### config.mk
export PLATFORM = sky130hd
export DESIGN_NAME = spsc_core
export DESIGN_NICKNAME = d
export VERILOG_FILES = /design/src/design/spsc_pkg.sv /design/src/design/spsc_core.sv
export VERILOG_INCLUDE_DIRS = /design/src /design/src/design
export SDC_FILE = /design/constraint.sdc
export NUM_CORES = 1
export LEC_CHECK = 0
export ABC_AREA = 1
export BUFFER_PORTS_ARGS = -buffer_cell sky130_fd_sc_hd__buf_2
export CORE_ASPECT_RATIO = 0.75
export CORE_MARGIN = 1.5
export CORE_UTILIZATION = 38
export CTS_BUF_LIST = sky130_fd_sc_hd__clkbuf_4 sky130_fd_sc_hd__clkbuf_8
export DETAILED_ROUTE_END_ITERATION = 10
export PLACE_DENSITY_LB_ADDON = 0.25
export SETUP_SLACK_MARGIN = 0.3
export SYNTH_ARGS = -nofsm -noshare
export SYNTH_HDL_FRONTEND = slang
export SYNTH_SLANG_ARGS = --single-unit
### constraint.sdc
create_clock -name hclk -period 1.8 [get_ports hclk]
set_input_delay 0.09 -clock hclk [delete_from_list [all_inputs] [get_ports hclk]]
set_output_delay 0.09 -clock hclk [all_outputs]
set_load 0.05 [all_outputs]
### src/design/spsc_params.svh
// Register offsets, field positions, reset values and timing counts
`ifndef SPSC_PARAMS_SVH
`define SPSC_PARAMS_SVH

`define SPSC_STAT_OFS     12'h000
`define SPSC_BUF_OFS      12'h004
`define SPSC_CTRL_OFS     12'h008
`define SPSC_IRQ_STAT_OFS 12'h00c
`define SPSC_IRQ_MASK_OFS 12'h010

`define SPSC_EN_BIT   15
`define SPSC_SIDL_BIT 13
`define SPSC_ROV_BIT  6
`define SPSC_TBF_BIT  1
`define SPSC_RBF_BIT  0

`define SPSC_CTRL_MODE16_BIT 0
`define SPSC_CTRL_CKP_BIT    1
`define SPSC_CTRL_MASTER_BIT 2
`define SPSC_CTRL_SSEN_BIT   3
`define SPSC_CTRL_IDLE_BIT   4

`define SPSC_IRQ_RX_BIT  0
`define SPSC_IRQ_TX_BIT  1
`define SPSC_IRQ_ROV_BIT 2

`define SPSC_STAT_RESET 16'h0000
`define SPSC_CTRL_RESET 16'h0000
`define SPSC_IRQ_RESET  3'h0

`define SPSC_SCK_HALF_NS  64
`define SPSC_CLK_NS       4
`define SPSC_SCK_HALF_CYC (`SPSC_SCK_HALF_NS / `SPSC_CLK_NS)

`endif

### src/design/spsc_pkg.sv
// Types shared by the serial port status and control block
package spsc_pkg;

	typedef enum logic [1:0] {
		SPSC_IDLE,
		SPSC_SHIFT,
		SPSC_DONE
	} spsc_phase_e;

	typedef struct packed {
		logic        sel;
		logic        write;
		logic [11:0] addr;
	} spsc_req_s;

	typedef struct packed {
		logic sck;
		logic sdo;
		logic sck_oe;
		logic sdo_oe;
	} spsc_pins_s;

	typedef struct packed {
		logic        en;
		logic        sidl;
		logic        rov;
		logic        tbf;
		logic        rbf;
		logic [4:0]  ctrl;
		logic [2:0]  irq_stat;
		logic [2:0]  irq_mask;
		logic [15:0] txb;
		logic [15:0] rxb;
		logic [15:0] sr;
		logic [4:0]  bits;
		logic [4:0]  div;
		spsc_phase_e phase;
		spsc_req_s   req;
		logic [31:0] hrdata;
		logic        irq;
		spsc_pins_s  pins;
		logic [2:0]  sck_sync;
		logic [1:0]  sdi_sync;
		logic [2:0]  ss_sync;
	} spsc_state_s;

endpackage : spsc_pkg

### src/design/spsc_core.sv
// Serial port status/control block with AHB-Lite register slave
`timescale 1ns/1ps
`include "spsc_params.svh"

// Functional notes
// - Enable bit turns module on, claims pins
// - Stop-in-idle halts module during device idle
// - Unread receive word: set overflow, drop new
// - Buffer write loads transmit buffer, sets full
// - Move to shift register clears transmit full
// - Reception done: load receive buffer, set full
// - Buffer read returns receive data, clears full
module spsc_core (
	// Clock and reset
	input  wire logic        hclk,
	input  wire logic        hresetn,
	// AHB-Lite slave
	input  wire logic        hsel,
	input  wire logic [31:0] haddr,
	input  wire logic [1:0]  htrans,
	input  wire logic        hwrite,
	input  wire logic [2:0]  hsize,
	input  wire logic [31:0] hwdata,
	input  wire logic        hready,
	output logic      [31:0] hrdata,
	output logic             hreadyout,
	output logic             hresp,
	// Device state
	input  wire logic        device_idle,
	// Serial pins
	input  wire logic        serial_clock_pin_in,
	output logic             serial_clock_pin_out,
	output logic             serial_clock_pin_oe,
	output logic             serial_data_out_pin,
	output logic             serial_data_out_pin_oe,
	input  wire logic        serial_data_in_pin,
	input  wire logic        slave_select_pin_n,
	// Interrupt
	output logic             irq
);

	spsc_pkg::spsc_state_s st_reg;
	spsc_pkg::spsc_state_s st_next;

	logic        active;
	logic        mode16;
	logic        master;
	logic        sck_rise;
	logic        sck_fall;
	logic        ss_low;
	logic        wr_stb;
	logic        rd_buf;
	logic        sample_edge;
	logic        shift_edge;
	logic [4:0]  word_bits;
	logic [15:0] wdat;
	logic [15:0] stat_word;

	// Stop-in-idle gates all link activity but keeps registers
	assign active = st_reg.en && !(st_reg.sidl && device_idle);
	assign mode16 = st_reg.ctrl[`SPSC_CTRL_MODE16_BIT];
	assign master = st_reg.ctrl[`SPSC_CTRL_MASTER_BIT];
	assign word_bits = mode16 ? 5'd16 : 5'd8;
	assign wdat = hwdata[15:0];
	// Sync stage 0 is read only by stage 1
	assign sck_rise = st_reg.sck_sync[1] && !st_reg.sck_sync[2];
	assign sck_fall = !st_reg.sck_sync[1] && st_reg.sck_sync[2];
	assign ss_low = !st_reg.ss_sync[1] ||
		!st_reg.ctrl[`SPSC_CTRL_SSEN_BIT];
	assign wr_stb = st_reg.req.sel && st_reg.req.write;
	assign rd_buf = hsel && hready && htrans[1] && !hwrite &&
		(haddr[11:0] == `SPSC_BUF_OFS);

	always_comb begin
		stat_word = 16'h0000;
		stat_word[`SPSC_EN_BIT] = st_reg.en;
		stat_word[`SPSC_SIDL_BIT] = st_reg.sidl;
		stat_word[`SPSC_ROV_BIT] = st_reg.rov;
		stat_word[`SPSC_TBF_BIT] = st_reg.tbf;
		stat_word[`SPSC_RBF_BIT] = st_reg.rbf;
	end

	// Sample/shift edges: master owns its clock, slave follows the pin
	always_comb begin
		if (master) begin
			sample_edge = st_reg.phase == spsc_pkg::SPSC_SHIFT &&
				st_reg.div == 5'd0 &&
				(st_reg.pins.sck ^ st_reg.ctrl[`SPSC_CTRL_CKP_BIT]) == 1'b0;
			shift_edge = st_reg.phase == spsc_pkg::SPSC_SHIFT &&
				st_reg.div == 5'd0 &&
				(st_reg.pins.sck ^ st_reg.ctrl[`SPSC_CTRL_CKP_BIT]) == 1'b1;
		end else begin
			sample_edge = ss_low && (st_reg.ctrl[`SPSC_CTRL_CKP_BIT] ?
				sck_fall : sck_rise);
			shift_edge = ss_low && (st_reg.ctrl[`SPSC_CTRL_CKP_BIT] ?
				sck_rise : sck_fall);
		end
	end

	always_comb begin
		st_next = st_reg;
		st_next.sck_sync = {st_reg.sck_sync[1:0], serial_clock_pin_in};
		st_next.sdi_sync = {st_reg.sdi_sync[0], serial_data_in_pin};
		st_next.ss_sync = {st_reg.ss_sync[1:0], slave_select_pin_n};

		// Address phase capture
		if (hready) begin
			st_next.req.sel = hsel && htrans[1];
			st_next.req.write = hwrite;
			st_next.req.addr = haddr[11:0];
		end

		// Read data is prepared at the address phase
		if (hsel && hready && htrans[1] && !hwrite) begin
			if (haddr[11:0] == `SPSC_STAT_OFS) begin
				st_next.hrdata = {16'h0000, stat_word};
			end else if (haddr[11:0] == `SPSC_BUF_OFS) begin
				st_next.hrdata = {16'h0000, st_reg.rxb};
			end else if (haddr[11:0] == `SPSC_CTRL_OFS) begin
				st_next.hrdata = {27'h000_0000, st_reg.ctrl};
			end else if (haddr[11:0] == `SPSC_IRQ_STAT_OFS) begin
				st_next.hrdata = {29'h0000_0000, st_reg.irq_stat};
			end else if (haddr[11:0] == `SPSC_IRQ_MASK_OFS) begin
				st_next.hrdata = {29'h0000_0000, st_reg.irq_mask};
			end else begin
				st_next.hrdata = 32'h0000_0000;
			end
		end

		// Reading the buffer frees it for the next word
		if (rd_buf) begin
			st_next.rbf = 1'b0;
		end

		// Register writes in the data phase
		if (wr_stb) begin
			if (st_reg.req.addr == `SPSC_STAT_OFS) begin
				st_next.en = wdat[`SPSC_EN_BIT];
				st_next.sidl = wdat[`SPSC_SIDL_BIT];
				if (!wdat[`SPSC_ROV_BIT]) begin
					st_next.rov = 1'b0;
				end
			end else if (st_reg.req.addr == `SPSC_BUF_OFS) begin
				st_next.txb = wdat;
				st_next.tbf = 1'b1;
			end else if (st_reg.req.addr == `SPSC_CTRL_OFS) begin
				st_next.ctrl = wdat[4:0];
			end else if (st_reg.req.addr == `SPSC_IRQ_STAT_OFS) begin
				st_next.irq_stat = st_reg.irq_stat & ~wdat[2:0];
			end else if (st_reg.req.addr == `SPSC_IRQ_MASK_OFS) begin
				st_next.irq_mask = wdat[2:0];
			end
		end

		// Link engine
		if (!st_reg.en) begin
			st_next.phase = spsc_pkg::SPSC_IDLE;
			st_next.bits = 5'd0;
			st_next.pins.sck = st_reg.ctrl[`SPSC_CTRL_CKP_BIT];
		end else if (active) begin
			case (st_reg.phase)
				spsc_pkg::SPSC_IDLE: begin
					st_next.pins.sck = st_reg.ctrl[`SPSC_CTRL_CKP_BIT];
					if (st_reg.tbf && (master || ss_low)) begin
						st_next.sr = st_reg.txb;
						st_next.tbf = wr_stb &&
							st_reg.req.addr == `SPSC_BUF_OFS;
						st_next.bits = 5'd0;
						st_next.div = 5'(`SPSC_SCK_HALF_CYC - 1);
						st_next.phase = spsc_pkg::SPSC_SHIFT;
						st_next.irq_stat[`SPSC_IRQ_TX_BIT] = 1'b1;
						st_next.pins.sdo = mode16 ? st_reg.txb[15] :
							st_reg.txb[7];
					end
				end
				spsc_pkg::SPSC_SHIFT: begin
					if (master) begin
						st_next.div = (st_reg.div == 5'd0) ?
							5'(`SPSC_SCK_HALF_CYC - 1) : st_reg.div - 5'd1;
						if (st_reg.div == 5'd0) begin
							st_next.pins.sck = !st_reg.pins.sck;
						end
					end
					if (sample_edge) begin
						st_next.sr = {st_reg.sr[14:0], st_reg.sdi_sync[1]};
						st_next.bits = st_reg.bits + 5'd1;
						if (st_reg.bits + 5'd1 == word_bits) begin
							st_next.phase = spsc_pkg::SPSC_DONE;
						end
					end else if (shift_edge && st_reg.bits != 5'd0) begin
						st_next.pins.sdo = mode16 ? st_reg.sr[15] :
							st_reg.sr[7];
					end
				end
				spsc_pkg::SPSC_DONE: begin
					st_next.pins.sck = st_reg.ctrl[`SPSC_CTRL_CKP_BIT];
					st_next.phase = spsc_pkg::SPSC_IDLE;
					// Unread word: the new one is dropped
					if (st_reg.rbf && !rd_buf) begin
						st_next.rov = 1'b1;
						st_next.irq_stat[`SPSC_IRQ_ROV_BIT] = 1'b1;
					end else begin
						st_next.rxb = mode16 ? st_reg.sr :
							{8'h00, st_reg.sr[7:0]};
						st_next.rbf = 1'b1;
						st_next.irq_stat[`SPSC_IRQ_RX_BIT] = 1'b1;
					end
				end
				default: st_next.phase = spsc_pkg::SPSC_IDLE;
			endcase
		end

		st_next.pins.sck_oe = st_reg.en && master;
		st_next.pins.sdo_oe = st_reg.en && (master || ss_low);
		st_next.irq = |(st_next.irq_stat & st_next.irq_mask);
	end

	always_ff @(posedge hclk or negedge hresetn) begin
		if (!hresetn) begin
			st_reg <= '0;
			st_reg.ss_sync <= 3'b111;
		end else begin
			st_reg <= st_next;
		end
	end

	assign hrdata = st_reg.hrdata;
	assign hreadyout = 1'b1;
	assign hresp = 1'b0;
	assign serial_clock_pin_out = st_reg.pins.sck;
	assign serial_clock_pin_oe = st_reg.pins.sck_oe;
	assign serial_data_out_pin = st_reg.pins.sdo;
	assign serial_data_out_pin_oe = st_reg.pins.sdo_oe;
	assign irq = st_reg.irq;

endmodule : spsc_core

Yosys cells after proc, flatten, opt, wreduce, memory -nomap -nowiden
Index checks and enable logic that the tools add are counted.

storage, ports and cells
  output and inout port bits = 39
  word-level logic and storage cells = 172
  bits in registers = 134

operators by class
  reductions and logical operators = 49
  bitwise logic cells = 8
  equality and inequality tests = 24
  mux-type cells = 63
  $add $sub $neg = 2

operators by type and width
  cell                                                  count
  two-way mux 16 bit                                    4
  one-hot mux 26 bit (2 select lines)                   1
  equality test 12 x 4 -> 1 bit, second input constant  4
  two-way mux 22 bit                                    2
  two-way mux 1 bit                                     29
  two-way mux 28 bit                                    1
  two-way mux 3 bit                                     9
  two-way mux 5 bit                                     5
  equality test 12 x 3 -> 1 bit, second input constant  2
  equality test 12 x 5 -> 1 bit, second input constant  2
  logical NOT 12 bit                                    2
  logical AND 1 bit                                     21
  two-way mux 21 bit                                    1
  AND reduction 4 bit                                   5
  two-way mux 12 bit                                    1
  two-way mux 6 bit                                     2
  two-way mux 2 bit                                     5
  AND reduction 5 bit                                   2
  != test 3 x 2 -> 1 bit, second input constant         3
  != test 3 bit, second input constant                  3
  logical NOT 1 bit                                     8
  != test 2 bit, second input constant                  4
  bitwise AND 3 bit                                     2
  AND reduction 6 bit                                   1
  other kinds (21)                                      27

Depth between registers and ports, before layout
Gate-level depths: netlist of run 1.

  depth in word-level cells = 13
  gate-level depth with buffers = 12

Least setup slack after synthesis of run 1
No wires, ideal clock.

  path kind = register to register
  start = register st_reg (netlist bit serial_clock_pin_out)
  end = register st_reg[84] (netlist bit)
  path slack = 0.262 ns
  setup time = 0.123 ns
  data arrival time = 1.414 ns
  period minus slack after synthesis = 1.538 ns
  path buffers = 1
  cell stages (with the launch flop) = 8
  required time = 1.677 ns
  path through = dfrtp_1 -> xnor2_1 -> nand3_1 -> nand3_2 -> nand2_2 -> buf_4 -> nand2_1 -> o21ai_1

between the ends
  word-level cells in the longest chain between the ends = 6

RTL lines
  item                                  line              text
  start, declared                       spsc_core.sv:42   spsc_pkg::spsc_state_s st_reg;
  start signal, assigned                spsc_core.sv:223  st_reg <= st_next;
  bitwise XOR 1 bit                     spsc_core.sv:88   (st_reg.pins.sck ^ st_reg.ctrl[`SPSC_CTRL_CKP_BIT]) == 1'b0;
  inverter 1 bit                        spsc_core.sv:88
  logical AND 1 bit                     spsc_core.sv:86   sample_edge = st_reg.phase == spsc_pkg::SPSC_SHIFT &&
  two-way mux 1 bit                     spsc_core.sv:85   if (master) begin
  != test 2 bit (no source line)        n/a
  AND reduction 5 bit (no source line)  n/a

No other way between the ends.
A chain may end at the register's enable or synchronous reset.

Final worst setup path of run 1
  start = register st_reg[128] (netlist bit)
  end = register st_reg[77] (netlist bit)

between the ends
  word-level cells in the longest chain between the ends = 6
  elaborated cells on any way between the ends = 9

RTL lines
  item                                                           line                               text
  logical NOT 1 bit *                                            spsc_core.sv:69                    !st_reg.ctrl[`SPSC_CTRL_SSEN_BIT];
  logical OR 1 bit *                                             spsc_core.sv:68                    assign ss_low = !st_reg.ss_sync[1] ||
  logical AND 1 bit / logical OR 1 bit (equally long branches)   spsc_core.sv:93, spsc_core.sv:164
  two-way mux 1 bit / logical AND 1 bit (equally long branches)  spsc_core.sv:85, spsc_core.sv:164
  != test 2 bit (no source line)                                 n/a
  AND reduction 5 bit (no source line) *                         n/a

Mark *: on every way between the ends. The rest lies on a longest branch, timed or not.

==> metrics.txt, run 1 <==
status finished clean; sw power 3.43 mW; pwr/cell area 1200 mW/mm^2; Post-Syn Area between 0.005 and 0.006 mm^2; leading cell type in the layout, fill and taps excluded nand2_1; Die Ht 110 um; drt drc 0; CTS tree yes; FF+latch count, synth 118; Num CTS Buffers 17; GRT Total Usage 18.4%; final wirelength between 10000 and 15000 um; Slew @ Worst Pin 553 ps; Clock Power Share 26.1%; Syn-to-layout area delta 32.3%; clk_skew 15.4 ps; Largest register FFs 90; Fmax just over 0.6 GHz; Worst setup SP type flop; vias in the first global route 4787; io pins ~120; Critical R2R Capture st_reg[77]; DR vias roughly 5000; htree depth 4; Pwr Total 9.30 mW; CTS clk-pin slew, worst paths 70 ps; Seq/Total Area, Yosys approximately 50%; commonest non-fill, non-tap cells in the layout 156 x nand2_1, 113 x dfrtp_1, 58 x inv_1; post-detailed-route via-to-cell ratio approximately 4.8; Sink Count 118; first-pass GRT wire length 23500 um; period utilization between 90% and 100%; Final Hold Viols 0; final core utilization 51.2%; nets@finish between 800 and 900; worst r2r src st_reg[128]; Pint 5.86 mW; Setup TNS 0 ps; Starting DRT DRC Count between 300 and 400; synth warn 0; TritonRoute pass-1 iters 7; Hold Path Sink st_reg[104]; P_leak a little under 4 nW; CTS root buffer clkbuf_8; Min Clock Period, post-route between 1500 and 2000 ps; initial core utilization 38.7%; Pins Over Slew Limit 0; syn avg cell area 8.57 um^2; Worst EP arrival around 2000 ps; Net Sw Frac 36.9%; Placed Instances just over 900; DIE WIDTH about 150 um; Setup Viol. Count Final 0; # diodes 0; Rows 39; Antenna Violating Nets Remaining 0; area occupied by multi-input gates 0.00261 mm^2; hold path cells 3; setup ws final 157 ps; worst-case clock buffer depth 2; Post-Place Worst Slack 33.2 ps; r2r worst-path depth 9; DP HPWL 9760 um; Comb power frac 34.0%; die area 0.0162 mm^2; Flop pwr share 39.8%; MaxCap Viol Count 0; Clk Latency, worst-skew pair 430 ps; Unique masters post-synth 37; Synth Instances 683; Worst slew margin 63.2%; Core Area 0.0151 mm^2; largest net degree at the start of global routing 38; Fillers 1423; Hold Path Origin hwdata[1]; count of input and output buffers 58; worst hold path class input port to flop; layout cells sized above 1 33.0%; worst hold margin about 28 ps; post-DR wirelength/cell 14.4 um; cell area after layout 0.00774 mm^2; total grt overflow 0; unrepaired setup endpoints after global routing true; Final Wtd Congestion between 0.9 and 1; antenna violations before repair 0; CP required 2120 ps; Cell Count, Final, Fillers Out roughly 1000; Max VDD drop 0.585 mV; reg2reg setup slack 160 ps; CP endpoint kind flop; kind of critical path flop to flop; Seq. cell area slightly below 0.003 mm^2; Crit Path Max Fanout 8; dpl cell area 0.00634 mm^2
-- power groups by stage --
stage	clock network (mW)	logic, mW	registers, mW
after floorplan	0	1.65	3.69
after global placement	0	2.22	3.66
after detailed placement	0	2.30	3.68
after CTS	2.48	2.85	3.66
after global routing	2.61	3.50	3.75
final	2.43	3.16	3.70
-- per-layer routing --
| metal | global-route usage (%) | vias to the layer above | routed length [um] |
|---|---|---|---|
| li1 | - | 2420 | - |
| met1 | 25.8 | 2427 | 7040 |
| met2 | 28.6 | 132 | 7010 |
| met3 | 4.01 | 18 | 706 |
| met4 | 5.45 | 0 | 143 |
| met5 | 0 | - | 0 |
-- timing repair --
action                                  4_1_cts  5_1_grt
hold endpoints to repair                     71        0
setup buffers                                16       11
pin swaps                                    13       21
resized for setup                            52       55
cloned                                        2        3
hold buffers                                 35        0
endpoints found under the setup margin       53       60
-- kinds of logic (layout without fill, tap and decap cells) --
family / count (synthesis) / in the layout / share of synthesized area (%)
buf+inv: 124 / 252 / 11.2
mux: 17 / 17 / 3.27
xor+xnor: 2 / 2 / 0.299
other cells: 2 / 18 / 0.128
compound gates: 94 / 94 / 8.87
simple gates: 323 / 323 / 25.1
flops: 118 / 118 / 50.5
fa+ha+maj: 3 / 3 / 0.641
-- synth_stat cells (all sizes together) --
| cell type | n | area share, % |
|---|---|---|
| conb | 2 | 0.13 |
| o221ai | 1 | 0.15 |
| a21oi | 9 | 0.77 |
| nand2 | 188 | 12 |
| mux2 | 17 | 3.3 |
| dfrtp | 116 | 50 |
| o21ai | 80 | 7.4 |
| o211ai | 2 | 0.26 |
| buf | 46 | 6.1 |
| nor4 | 2 | 0.21 |
| xnor2 | 2 | 0.30 |
| or2 | 5 | 0.53 |
| clkbuf | 6 | 0.38 |
| clkinv | 1 | 0.15 |
| nor3 | 5 | 0.62 |
| inv | 71 | 4.6 |
| nand3 | 59 | 5.5 |
| nor2 | 49 | 4.1 |
| o311ai | 1 | 0.15 |
| dfstp | 2 | 0.90 |
| nand4 | 11 | 1.4 |
| o31ai | 1 | 0.13 |
| ha | 3 | 0.64 |
| nand3b | 4 | 0.51 |
-- worst max-delay path by stage --
stage           startpoint          end  slack, ps  cells after the start
2_1_floorplan   st_reg[61]   st_reg[84]        300                     10
3_3_place_gp    st_reg[61]   st_reg[67]        120                     10
3_5_place_dp    st_reg[61]   st_reg[67]         30                     10
4_1_cts         st_next[2]   st_reg[71]        230                      9
5_1_grt         st_reg[49]  st_reg[108]        110                      6
6_report       st_reg[128]   st_reg[77]        160                      9
-- worst max-delay path: stages (launching register included) --
cell,delay [ps]
dfrtp_2,460
nand2_2,100
nor2_4,50
nor2_4,110
nor2_4,50
nor3_4,280
nand2_4,170
buf_12,190
nand2_1,70
o21ai_2,50
-- layout make-up --
class,count,area share [%]
multi-input combinational,457,33.7
tap,205,3.31
inverter,72,3.70
clock inverter,11,1.63
sequential,118,38.2
timing repair buffer,149,16.0
clock buffer,20,3.47
No activity file was read; power rests on OpenSTA's default activity.
==> run 2: changes to the inputs <==
- ABC_AREA: 1 -> default
- CORE_UTILIZATION: 38 -> 49
==> run 2 against run 1 <==
Compared with the run above:
- the flow now finishes with violations (negative setup slack)
- synthesized cell count shrank 25%
- hold slack better by 4.5 ps
- synthesized area is 4.5% lower
- sequential cell count unchanged
- critical path depth down 4
- largest cell class unchanged
==> metrics.txt, run 2 <==
Seq/Total Area, Yosys approximately 53%; Flop pwr share 42.4%; Min Clock Period, post-route slightly above 2000 ps; layout cells sized above 1 40.4%; Post-Syn Area 0.00559 mm^2; drt drc 0; Final Hold Viols 0; CP required 2120 ps; Placed Instances 708; period utilization 112%; DR vias 4371; DIE WIDTH roughly 130 um; post-synth top area share 51.9%; cell taking the most area after synthesis dfrtp_1; CP endpoint st_reg[110]; Pint 5.52 mW; FF+latch count, synth 118; clk_skew 13.3 ps; worst hold path class input port to flop; final wirelength 14000 um; Max VDD drop 0.649 mV; Pins Over Slew Limit 0; # diodes 0; Sink Count ~120; CP endpoint kind flop; largest net degree at the start of global routing 58; Largest register FFs 90; antenna violations before repair 0; nets@finish 731; sw power 2.24 mW; Worst EP arrival 2330 ps; most frequent cells after synthesis 116 x dfrtp_1, 69 x nand2_1, 34 x buf_4, 33 x nor2_1, 30 x mux2_2; Num CTS Buffers 17; CTS clk-pin slew, worst paths around 80 ps; synth warn 0; Net Sw Frac 28.9%; post-DR wirelength/cell 17.5 um; kind of critical path flop to flop; initial core utilization 50.7%; post-detailed-route via-to-cell ratio around 5.4; ys flop type dfrtp_1; r2r worst-path depth 5; syn avg cell area 10.9 um^2; Crit Path Max Fanout 6; top post-synthesis cells by area dfrtp_1 52%, mux2_2 6.0%, nand2_1 4.6%; first-pass GRT wire length 22000 um; Worst slew margin 66.1%; Comb power frac a little under a fifth; die area 0.0121 mm^2; Fmax 0.497 GHz; worst hold margin 32.8 ps; pwr/cell area about 1000 mW/mm^2; setup ws final -210 ps; GRT Total Usage 24.2%; Synth Instances 513; unrepaired setup endpoints after global routing true; P_leak 3.56 nW; CTS root buffer clkbuf_8; hold path cells 2; number of enable flip-flop cells after synthesis 0; Setup Viol. Count Final 50; io pins 117; htree depth 4; worst-case clock buffer depth 2; Clock Power Share 38.5%; failing checks negative setup slack; Cell Count, Final, Fillers Out 803; Worst setup SP type flop; MaxCap Viol Count 0; Fillers 796; Slew @ Worst Pin 502 ps; ys async rst share 100%; status finished, violations left; Starting DRT DRC Count 283; TritonRoute pass-1 iters 5; count leader, synth dfrtp_1; Final Wtd Congestion 0.867; leading cell type in the layout, fill and taps excluded dfrtp_1; CTS tree yes; Antenna Violating Nets Remaining 0; area occupied by multi-input gates between 0.002 and 0.003 mm^2; Core Area 0.0110 mm^2; Seq. cell area 0.00296 mm^2; count of input and output buffers 58; worst r2r src st_reg[54]; Critical R2R Capture st_reg[110]; Rows 33; Syn-to-layout area delta 35.9%; Die Ht about 96 um; reg2reg setup slack -210 ps; total grt overflow 0; DP HPWL 8890 um; Clk Latency, worst-skew pair 440 ps; Unique masters post-synth 66; commonest non-fill, non-tap cells in the layout 114 x dfrtp_1, 59 x nand2_1, 57 x buf_2; vias in the first global route roughly 4200; crit path from st_reg[54]
==> run 2: final cells by class <==
| class | count | share of cell area [%] |
|---|---|---|
| tap | 140 | 2.31 |
| sequential | 118 | 38.9 |
| multi-input combinational | 339 | 33.8 |
| clock buffer | 20 | 3.46 |
| inverter | 15 | 0.741 |
| timing repair buffer | 159 | 17.8 |
| clock inverter | 12 | 2.95 |
==> run 2: stage by stage <==
stage                     worst slack [ps]  total power [mW]  setup TNS, ps  util, %  cell area (um^2)
after detailed placement              -166              4.47          -5520     55.7              6140
after global placement                -119              4.43          -3210     55.7              6140
after global routing                  -302              8.10         -10260     68.9              7600
final                                 -210              7.76          -7360     68.9              7600
after floorplan                      -80.3              4.03           -326        -              5740
after CTS                             -171              7.62          -5430     65.6              7230
==> run 2: cells by family (layout without fill, tap and decap cells) <==
group | after synthesis | in the layout | share of synthesized area [%]
and+or+nand+nor | 159 | 162 | 14.9
DFF | 118 | 118 | 52.9
AOI/OAI and AO/OA | 107 | 107 | 13.1
buffers and inverters | 75 | 206 | 7.83
muxes | 45 | 45 | 9.89
xor gates and xnor gates | 4 | 4 | 0.627
adders and majority gates | 3 | 3 | 0.671
other | 2 | 18 | 0.134
==> run 2: metal layers <==
layer  part of all wire, %  global-route usage [%]
met1                    47                    33.1
met2                    46                    37.9
met3                   4.9                    5.11
met4                   1.6                    10.1
met5                     0                       0
==> run 2: power by group through the flow <==
| stage | Clock (mW) | Sequential (mW) | Combinational [mW] |
|---|---|---|---|
| after global routing | 3.16 | 3.33 | 1.62 |
| final | 2.99 | 3.29 | 1.48 |
| after floorplan | 0 | 3.28 | 0.752 |
| after detailed placement | 0 | 3.29 | 1.18 |
| after global placement | 0 | 3.27 | 1.15 |
| after CTS | 3.02 | 3.24 | 1.36 |
==> run 2: how the worst min path moves through the flow <==
| stage | startpoint | to |
|---|---|---|
| 2_1_floorplan | hresetn | hrdata[0] |
| 3_3_place_gp | hresetn | serial_data_out_pin_oe |
| 3_5_place_dp | hresetn | st_reg[126] |
| 4_1_cts | haddr[3] | st_reg[48] |
| 5_1_grt | haddr[2] | st_reg[47] |
| 6_report | haddr[3] | st_reg[48] |
==> run 2: what timing repair did <==
action | 4_1_cts | 5_1_grt
pin swaps | 13 | 26
endpoints found under the setup margin | 72 | 77
cloned | 5 | 4
hold endpoints to repair | 158 | 0
setup buffers | 11 | 10
hold buffers | 33 | 0
resized for setup | 30 | 64
==> run 2: worst max-delay path: stages (launching register included) <==
cell and delay (ps):
dfrtp_1 400, nor4_4 360, nand4b_1 180, buf_6 170, or3b_4 470, mux2_4 330
